--- src/hw/tmr16_pkg.sv ---
// Constants, register map and state types for the 16-bit interval, event and pulse timer.
// Assumes a 32-bit APB master with a 12-bit byte address.
package tmr16_pkg;

    // ************************************************************
    // Register offsets (byte addresses)
    // ************************************************************
    localparam int ADDR_W = 12;
    localparam logic [11:0] ADDR_RUN = 12'h000;
    localparam logic [11:0] ADDR_MODE = 12'h004;
    localparam logic [11:0] ADDR_TOGGLE = 12'h008;
    localparam logic [11:0] ADDR_CMP_A = 12'h00C;
    localparam logic [11:0] ADDR_CMP_B = 12'h010;
    localparam logic [11:0] ADDR_CAP_A = 12'h014;
    localparam logic [11:0] ADDR_IRQ_STATUS = 12'h018;
    localparam logic [11:0] ADDR_IRQ_CLEAR = 12'h01C;
    localparam logic [11:0] ADDR_IRQ_ENABLE = 12'h020;

    // ************************************************************
    // Field positions
    // ************************************************************
    localparam int RUN_CNT_BIT = 0;
    localparam int RUN_PRUN_BIT = 2;
    localparam int RUN_DBUF_BIT = 7;
    localparam int MODE_CLK_LSB = 0;
    localparam int MODE_SWCAP_BIT = 6;
    localparam int TOG_CTRL_LSB = 0;
    localparam int TOG_E0_BIT = 2;
    localparam int TOG_E1_BIT = 3;
    localparam int IRQ_FIRST_BIT = 0;
    localparam int IRQ_PERIOD_BIT = 1;

    // ************************************************************
    // Prescaler taps and counter width
    // ************************************************************
    localparam int CNT_W = 16;
    localparam int PSC_W = 8;
    localparam logic [7:0] PSC_MASK_A = 8'h01;
    localparam logic [7:0] PSC_MASK_B = 8'h07;
    localparam logic [7:0] PSC_MASK_C = 8'h1F;
    localparam logic [15:0] CNT_ONE = 16'h0001;

    // ************************************************************
    // Encodings
    // ************************************************************
    typedef enum logic [1:0] {
        CLK_EXT_IN,
        CLK_PSC_A,
        CLK_PSC_B,
        CLK_PSC_C
    } tmr16_clk_sel_t;

    typedef enum logic [1:0] {
        FF_INVERT,
        FF_SET,
        FF_CLEAR,
        FF_KEEP
    } tmr16_ff_ctrl_t;

    // ************************************************************
    // State of the timer core
    // ************************************************************
    typedef struct packed {
        logic run;
        logic prun;
        logic dbuf;
        tmr16_clk_sel_t clk_sel;
        logic e0;
        logic e1;
        logic toggle_ff;
        logic [15:0] up_counter;
        logic [15:0] cmp_a;
        logic [15:0] cmp_a_buf;
        logic [15:0] cmp_b;
        logic [15:0] cap_a;
        logic [1:0] irq_status;
        logic [1:0] irq_enable;
        logic [1:0] ext_sync;
        logic ext_prev;
        logic [31:0] prdata;
    } tmr16_state_t;

    typedef struct packed {
        logic [7:0] cnt;
    } tmr16_psc_state_t;

    localparam tmr16_state_t STATE_RESET = '0;
    localparam tmr16_psc_state_t PSC_RESET = '0;

endpackage : tmr16_pkg

--- src/hw/tmr16_top.sv ---
// Top of the 16-bit timer: APB register file, up-counter, compare logic and pulse output.
// Assumes an APB master on i_core_clk and an asynchronous external count input pin.
//
// Operation
// - Period match with compare B raises interrupt
// - Interval/pulse modes count prescaler, software capture in any mode
// - External input clock selects event counting
// - Count each rising edge of external input
// - Programmable frequency, duty and output polarity
// - Either compare match alone inverts the toggle flop; both in one cycle cancel
// - Toggle flop drives the pulse output pin
// - Buffered compare A loads on B match
// - Zero compare code matches on overflow
// - Trigger enables gate each inversion source
`timescale 1ns/1ps
`default_nettype none

module tmr16_top (
    input wire logic i_core_clk,
    input wire logic i_resetn,
    input wire logic i_psel,
    input wire logic i_penable,
    input wire logic i_pwrite,
    input wire logic [11:0] i_paddr,
    input wire logic [31:0] i_pwdata,
    output logic [31:0] o_prdata,
    output logic o_pready,
    output logic o_pslverr,
    input wire logic i_ext_count_in,
    output logic o_pulse_out_pin,
    output logic o_irq
);

    // ************************************************************
    // Reset synchroniser
    // ************************************************************
    // Reset takes hold at once but leaves two edges after the pin rises,
    // so every flop of the core comes out of reset in the same cycle.
    logic [1:0] rst_sync_r;
    logic rst_n;

    always_ff @(posedge i_core_clk or negedge i_resetn) begin
        if (!i_resetn) begin
            rst_sync_r <= 2'b00;
        end else begin
            rst_sync_r <= {rst_sync_r[0], 1'b1};
        end
    end

    assign rst_n = rst_sync_r[1];

    // ************************************************************
    // Helper functions
    // ************************************************************
    // Every offset that answers without a slave error.
    function automatic logic is_mapped(input logic [11:0] addr);
        case (addr)
            tmr16_pkg::ADDR_RUN,
            tmr16_pkg::ADDR_MODE,
            tmr16_pkg::ADDR_TOGGLE,
            tmr16_pkg::ADDR_CMP_A,
            tmr16_pkg::ADDR_CMP_B,
            tmr16_pkg::ADDR_CAP_A,
            tmr16_pkg::ADDR_IRQ_STATUS,
            tmr16_pkg::ADDR_IRQ_CLEAR,
            tmr16_pkg::ADDR_IRQ_ENABLE: is_mapped = 1'b1;
            default: is_mapped = 1'b0;
        endcase
    endfunction : is_mapped

    // The next counter value equals the compare value; a zero code wraps,
    // so it matches exactly when the counter overflows.
    function automatic logic cmp_hit(input logic [15:0] cnt_inc, input logic [15:0] cmp);
        cmp_hit = (cnt_inc == cmp);
    endfunction : cmp_hit

    // Fields that read as constants are filled in here, so the state holds no copy of them.
    function automatic logic [31:0] read_mux(input logic [11:0] addr,
                                             input tmr16_pkg::tmr16_state_t s);
        case (addr)
            tmr16_pkg::ADDR_RUN: read_mux = {24'h000000, s.dbuf, 4'h0, s.prun, 1'b0, s.run};
            tmr16_pkg::ADDR_MODE: read_mux = {30'h00000000, s.clk_sel};
            tmr16_pkg::ADDR_TOGGLE: read_mux = {27'h0000000, s.toggle_ff, s.e1, s.e0, 2'b11};
            tmr16_pkg::ADDR_CMP_A: read_mux = {16'h0000, s.cmp_a};
            tmr16_pkg::ADDR_CMP_B: read_mux = {16'h0000, s.cmp_b};
            tmr16_pkg::ADDR_CAP_A: read_mux = {16'h0000, s.cap_a};
            tmr16_pkg::ADDR_IRQ_STATUS: read_mux = {30'h00000000, s.irq_status};
            tmr16_pkg::ADDR_IRQ_ENABLE: read_mux = {30'h00000000, s.irq_enable};
            default: read_mux = 32'h00000000;
        endcase
    endfunction : read_mux

    // ************************************************************
    // Prescaler
    // ************************************************************
    tmr16_pkg::tmr16_state_t s_r;
    tmr16_pkg::tmr16_state_t s_nxt;
    logic [2:0] psc_tick;

    // The prescaler run bit also gates external events, so clearing it freezes every source.
    tmr16_prescaler u_prescaler (
        .i_core_clk(i_core_clk),
        .i_rst_n(rst_n),
        .i_run(s_r.prun),
        .o_tick(psc_tick)
    );

    // ************************************************************
    // Count source and compare matches
    // ************************************************************
    logic ext_rise;
    logic tick;
    logic [15:0] cnt_inc;
    logic match_a;
    logic match_b;
    logic flip_a;
    logic flip_b;
    logic flip;

    // Only the second synchroniser stage and its delayed copy are examined.
    assign ext_rise = s_r.ext_sync[1] & ~s_r.ext_prev;

    // A tick lasts one core cycle, so the counter moves at most once per cycle.
    always_comb begin
        case (s_r.clk_sel)
            tmr16_pkg::CLK_EXT_IN: tick = ext_rise & s_r.prun;
            tmr16_pkg::CLK_PSC_A: tick = psc_tick[0];
            tmr16_pkg::CLK_PSC_B: tick = psc_tick[1];
            tmr16_pkg::CLK_PSC_C: tick = psc_tick[2];
            default: tick = 1'b0;
        endcase
    end

    // ************************************************************
    // Compare matches
    // ************************************************************
    assign cnt_inc = s_r.up_counter + tmr16_pkg::CNT_ONE;
    assign match_a = s_r.run & tick & cmp_hit(cnt_inc, s_r.cmp_a);
    assign match_b = s_r.run & tick & cmp_hit(cnt_inc, s_r.cmp_b);
    assign flip_a = match_a & s_r.e0;
    assign flip_b = match_b & s_r.e1;
    // Both enabled matches in one cycle cancel, so the flop keeps its level then.
    assign flip = flip_a ^ flip_b;

    // ************************************************************
    // APB decode
    // ************************************************************
    logic apb_setup;
    logic apb_wr;
    logic [1:0] irq_clear;

    // Read data are taken in the setup cycle; writes land in the access cycle.
    assign apb_setup = i_psel & ~i_penable;
    assign apb_wr = i_psel & i_penable & i_pwrite & is_mapped(i_paddr);
    // Clear bits act only in the cycle that completes the write.
    always_comb begin
        if (apb_wr && i_paddr == tmr16_pkg::ADDR_IRQ_CLEAR) begin
            irq_clear = i_pwdata[1:0];
        end else begin
            irq_clear = 2'b00;
        end
    end

    // ************************************************************
    // Next state
    // ************************************************************
    always_comb begin
        s_nxt = s_r;
        s_nxt.ext_sync = {s_r.ext_sync[0], i_ext_count_in};
        s_nxt.ext_prev = s_r.ext_sync[1];

        // ************************************************************
        // Up-counter
        // ************************************************************
        // Stopping the timer also resets the count.
        if (!s_r.run) begin
            s_nxt.up_counter = 16'h0000;
        end else if (match_b) begin
            s_nxt.up_counter = 16'h0000;
        end else if (tick) begin
            s_nxt.up_counter = cnt_inc;
        end

        // ************************************************************
        // Compare A buffer
        // ************************************************************
        // Loading only at the period boundary keeps a duty change from cutting a period short.
        if (match_b && s_r.dbuf) begin
            s_nxt.cmp_a = s_r.cmp_a_buf;
        end

        // ************************************************************
        // Toggle flop
        // ************************************************************
        if (flip) begin
            s_nxt.toggle_ff = ~s_r.toggle_ff;
        end

        // ************************************************************
        // Interrupt status
        // ************************************************************
        // A new event wins over a clear in the same cycle.
        s_nxt.irq_status[tmr16_pkg::IRQ_FIRST_BIT] =
            (s_r.irq_status[tmr16_pkg::IRQ_FIRST_BIT] & ~irq_clear[tmr16_pkg::IRQ_FIRST_BIT])
            | match_a;
        s_nxt.irq_status[tmr16_pkg::IRQ_PERIOD_BIT] =
            (s_r.irq_status[tmr16_pkg::IRQ_PERIOD_BIT] & ~irq_clear[tmr16_pkg::IRQ_PERIOD_BIT])
            | match_b;

        // ************************************************************
        // Register writes
        // ************************************************************
        // Writes to read-only offsets are accepted and change nothing.
        if (apb_wr) begin
            case (i_paddr)
                tmr16_pkg::ADDR_RUN: begin
                    s_nxt.run = i_pwdata[tmr16_pkg::RUN_CNT_BIT];
                    s_nxt.prun = i_pwdata[tmr16_pkg::RUN_PRUN_BIT];
                    s_nxt.dbuf = i_pwdata[tmr16_pkg::RUN_DBUF_BIT];
                end
                tmr16_pkg::ADDR_MODE: begin
                    s_nxt.clk_sel = tmr16_pkg::tmr16_clk_sel_t'(
                        i_pwdata[tmr16_pkg::MODE_CLK_LSB +: 2]);
                    // Software capture snapshots the running count.
                    if (i_pwdata[tmr16_pkg::MODE_SWCAP_BIT]) begin
                        s_nxt.cap_a = s_r.up_counter;
                    end
                end
                tmr16_pkg::ADDR_TOGGLE: begin
                    s_nxt.e0 = i_pwdata[tmr16_pkg::TOG_E0_BIT];
                    s_nxt.e1 = i_pwdata[tmr16_pkg::TOG_E1_BIT];
                    // A direct software command overrides a match in the same cycle.
                    case (tmr16_pkg::tmr16_ff_ctrl_t'(i_pwdata[tmr16_pkg::TOG_CTRL_LSB +: 2]))
                        tmr16_pkg::FF_INVERT: s_nxt.toggle_ff = ~s_r.toggle_ff;
                        tmr16_pkg::FF_SET: s_nxt.toggle_ff = 1'b1;
                        tmr16_pkg::FF_CLEAR: s_nxt.toggle_ff = 1'b0;
                        default: s_nxt.toggle_ff = s_nxt.toggle_ff;
                    endcase
                end
                // The buffer always follows the write, so enabling buffering starts from it.
                tmr16_pkg::ADDR_CMP_A: begin
                    s_nxt.cmp_a_buf = i_pwdata[15:0];
                    if (!s_r.dbuf) begin
                        s_nxt.cmp_a = i_pwdata[15:0];
                    end
                end
                tmr16_pkg::ADDR_CMP_B: begin
                    s_nxt.cmp_b = i_pwdata[15:0];
                end
                tmr16_pkg::ADDR_IRQ_ENABLE: begin
                    s_nxt.irq_enable = i_pwdata[1:0];
                end
                default: begin
                    s_nxt.irq_enable = s_nxt.irq_enable;
                end
            endcase
        end

        // ************************************************************
        // Read data
        // ************************************************************
        // Read data is captured in the setup cycle so the access phase needs no wait.
        if (apb_setup) begin
            s_nxt.prdata = read_mux(i_paddr, s_r);
        end
    end

    // ************************************************************
    // State register
    // ************************************************************
    // All core state leaves reset together on the synchronised release.
    always_ff @(posedge i_core_clk or negedge rst_n) begin
        if (!rst_n) begin
            s_r <= tmr16_pkg::STATE_RESET;
        end else begin
            s_r <= s_nxt;
        end
    end

    // ************************************************************
    // Outputs
    // ************************************************************
    // Every access completes in its first access cycle.
    assign o_prdata = s_r.prdata;
    assign o_pready = i_psel & i_penable;
    assign o_pslverr = i_psel & i_penable & ~is_mapped(i_paddr);

    // ************************************************************
    // Pin and interrupt
    // ************************************************************
    // The pin shows the flop directly; polarity is chosen by setting or clearing it first.
    assign o_pulse_out_pin = s_r.toggle_ff;
    // The interrupt is a level that stays high until software clears or masks the source.
    assign o_irq = |(s_r.irq_status & s_r.irq_enable);

endmodule : tmr16_top
`default_nettype wire

--- src/hw/tmr16_prescaler.sv ---
// Prescaler, held at zero while stopped, that produces three single-cycle count ticks.
// Assumes an asynchronous active-low reset already released inside the core clock domain.
`timescale 1ns/1ps
`default_nettype none

module tmr16_prescaler (
    input wire logic i_core_clk,
    input wire logic i_rst_n,
    input wire logic i_run,
    output logic [2:0] o_tick
);

    tmr16_pkg::tmr16_psc_state_t s_r;
    tmr16_pkg::tmr16_psc_state_t s_nxt;

    function automatic logic tap_hit(input logic [7:0] cnt, input logic [7:0] mask);
        tap_hit = ((cnt & mask) == mask);
    endfunction : tap_hit

    // ************************************************************
    // Divider
    // ************************************************************
    always_comb begin
        s_nxt = s_r;
        if (i_run) begin
            s_nxt.cnt = s_r.cnt + 8'h01;
        end else begin
            s_nxt.cnt = 8'h00;
        end
    end

    always_ff @(posedge i_core_clk or negedge i_rst_n) begin
        if (!i_rst_n) begin
            s_r <= tmr16_pkg::PSC_RESET;
        end else begin
            s_r <= s_nxt;
        end
    end

    // A stopped prescaler gives no ticks at all.
    assign o_tick[0] = i_run & tap_hit(s_r.cnt, tmr16_pkg::PSC_MASK_A);
    assign o_tick[1] = i_run & tap_hit(s_r.cnt, tmr16_pkg::PSC_MASK_B);
    assign o_tick[2] = i_run & tap_hit(s_r.cnt, tmr16_pkg::PSC_MASK_C);

endmodule : tmr16_prescaler
`default_nettype wire

--- config.mk ---
export PLATFORM = sky130hd
export DESIGN_NAME = tmr16_top
export DESIGN_NICKNAME = d
export VERILOG_FILES = /design/src/hw/tmr16_pkg.sv /design/src/hw/tmr16_top.sv /design/src/hw/tmr16_prescaler.sv
export SDC_FILE = /design/constraint.sdc
export NUM_CORES = 1
export LEC_CHECK = 0
export BUFFER_PORTS_ARGS = -buffer_cell sky130_fd_sc_hd__buf_2
export CAP_MARGIN = 20
export CORE_MARGIN = 2
export CORE_UTILIZATION = 58
export DETAILED_ROUTE_END_ITERATION = 8
export PLACE_DENSITY_LB_ADDON = 0.2
export SLEW_MARGIN = 20
export SYNTH_ARGS = -nofsm -noshare
export SYNTH_HDL_FRONTEND = slang
export SYNTH_SLANG_ARGS = --single-unit
--- constraint.sdc ---
create_clock -name i_core_clk -period 5 [get_ports i_core_clk]
set_input_delay 1 -clock i_core_clk [delete_from_list [all_inputs] [get_ports i_core_clk]]
set_output_delay 1 -clock i_core_clk [all_outputs]
set_load 0.05 [all_outputs]
==> metrics <==
status=finished, final reports clean; Worst Reg-to-Reg Cells=8; largest cells by area after synthesis=dfrtp_1 46%, mux2_2 9.2%, buf_4 4.1%, o21ai_0 3.9%, nand2_1 3.8%; routed length per instance=18.6 um; FF+latch area=2960 sq um; initial antenna violation count=0; Clock transition at path regs=0.06 ns; Setup CP Type=register to register; CP endpoint=s_r[118]; area post-placement=6590 sq um; clock buffer count from CTS=17; RSZ-0062 raised after global routing=no; Overall Power=0.00221 W; Cell Chain, Critical Path=nand4_1, or2_2, xor3_1, nand4_1, nor4_4, nand2b_1, nor3b_1, a211o_1; Starting Density=59.7%; grt ovf=0; Sink Count=118; n_diodes=0; drt pass-1 iters=7; area of the multi-input gates=3100 sq um; Final nets=675; Tcrit/Tclk final=75.6%; post-layout instance area=7170 sq um; flops & latches, synth=118; worst skew pair latency=0.52 ns; CTS resizes=0; Most used DFF post-synth=dfrtp_1; GRT Overall Usage=26.4%; Clock Skew=0.00682 ns; R2R Path Start=s_r[103]; hold_buf cts=0; Post-Synthesis Cell Area=6470 sq um; P per Cell Area=308 nW/um^2; num rows=38; Req. time, crit path=5.40 ns; hold crit path type=input port to asynchronous set/reset pin; element type at the critical path end=register; Die ar.=12000 sq um; Slew Viols, Final=0; Syn Inst Count=593; Ys Warns=0; vias in the first global route=4405; cell mode on critical path=nand4_1; top fanout value on the critical path=25; first-pass GRT wire length=23600 um; Die Width=110 um; core footprint=10800 sq um; DR vias/cell=5.91; Least-Margin Pin Slew=0.998 ns; critical-path cell with the highest stage delay=nand2b_1; H-tree depth=4; post-synthesis sequential area ratio=45.7%; die height=110 um; I/O pin count=86; number of max-cap violations=0; Routed Antenna Nets=0; Worst slew margin=33.5%; pin count of the biggest net entering global routing=68; area added between synthesis and finish=10.8%; fillers=841; Final Hold Viols=0; minimum clock period=3.78 ns; Final HPWL DP=9970 um; CTS tree=built; crit path launch=s_r[103]; final setup vio count=0; VDD IR-drop max=0.231 mV; PortBufs=53; clock root cell=clkbuf_8; drt drc=0; Synth top area share=45.7%; Initial DRC Count=483; Unique masters post-synth=60; FMAX=0.264 GHz; number of synthesized flops with an enable pin=0; clk buf depth=2; Post-Route WL=14400 um; setup TNS=0 ns; Critical Path Max Stage Delay=0.83 ns; leak pwr=3.40 nW; Arrival @ worst endpoint=4.18 ns; Post-synth ARST share=100%; average size of a mapped cell=10.9 sq um; Crit Reg-Reg Endpoint=s_r[118]; ratio of cells with drive above 1 in the final layout=26.5%; vias=4574; post-CTS setup buffer count=0; Yosys top cell by area=dfrtp_1; Worst setup SP type=register; gpl congestion=0.933; Register-to-Register Setup Slack=1.22 ns
kinds of logic (layout without fill, tap and decap cells):
logic type / Yosys count / after routing / synth area share [%]
and+or+nand+nor: 167 / 167 / 15.3
DFF: 118 / 118 / 45.7
AOI/OAI and AO/OA: 105 / 105 / 10.6
buffers and inverters: 75 / 101 / 7.31
muxes: 71 / 71 / 12.0
xor gates and xnor gates: 51 / 51 / 8.22
adders and majority gates: 4 / 4 / 0.774
other: 2 / 17 / 0.116
state kept, by name (all words and copies together), names as in the netlist:
name / count
o_prdata: 16
s_r: 92
rst_sync_r: 2
o_pulse_out_pin: 1
s_nxt: 2
u_prescaler.s_r: 5
final cells by class:
type                    count  area share (%)
clock inverters            12            1.80
multi-input cells         415            43.3
well taps                 140            2.44
repair buffers             61            4.54
clock buffers              20            6.22
inverters                   8           0.419
flip-flops and latches    118            41.3
per-stage QoR:
stage          hold slack, ns  setup slack, ns  utilization [%]  cells
6_report                0.248             1.22             66.1    774
5_1_grt                 0.236            0.897             66.1    774
4_1_cts                 0.228             1.26             66.1    774
3_5_place_dp            0.348             1.27             60.8    742
3_3_place_gp            0.331             1.33             60.8    742
2_1_floorplan           0.331             1.47                -    608
cell usage in the layout, fill, tap and decap left out, types with 8 or more instances in the layout:
master     count
nand3_1       11
conb_1        17
xnor2_1       27
clkbuf_16     16
xor2_1        18
nor3_1         9
a222oi_1      12
nor2_1        12
inv_1          8
nand2_1       65
mux2_2        53
a21o_1        11
mux2i_1       18
and2_1        10
buf_4          8
dfrtp_1      117
buf_2         53
o21ai_0       50
synth_stat cells, types with 4 or more instances:
cell        n
mux2_2     53
inv_1       8
xnor2_1    27
a222oi_1   12
a21oi_1     6
ha_1        4
nand4_1     5
and2_1     10
nor4_1      6
buf_6       6
xnor3_1     4
nand3_1    11
clkbuf_1   13
xor2_1     18
buf_2      12
nor2_1     12
nand2_1    65
or3_1       4
mux2i_1    18
o21ai_1     4
a22o_1      5
nand2b_1    7
buf_4      35
nor4_4      4
a21o_1     11
nor3_1      9
and3_1      5
nor3_2      6
nor3b_1     5
o21ai_0    50
dfrtp_1   118
routing by layer:
layer	global-route usage (%)	vias up	share of wire, %
met5	0	-	0
met4	9.86	0	1.6
met3	5.57	24	9.1
met2	37.3	187	44
met1	39.8	2251	45
li1	-	2112	-
report_power, final:
part	leakage (nW)	total [W]	switching, W	internal, W
logic	1.60	0.0000760	0.0000611	0.0000148
clock network	0.265	0.00116	0.000432	0.000732
registers	1.54	0.000966	0.00000809	0.000958
critical path, delay by kind of cell, from the launching register on:
family / cells / cell delay, ns
xor+xnor: 1 / 0.22
compound gates: 1 / 0.30
flops: 1 / 0.53
simple gates: 6 / 2.60
worst min path at each step:
stage / end / slack, ns / cells past startpoint
floorplan: rst_sync_r[1] / 0.33 / 0
global placement: s_nxt[32] / 0.33 / 0
detailed placement: s_nxt[32] / 0.35 / 0
CTS: rst_sync_r[1] / 0.23 / 1
global route: rst_sync_r[1] / 0.24 / 1
finish: rst_sync_r[1] / 0.25 / 1
Note: power is estimated with default switching activity, not from simulation.
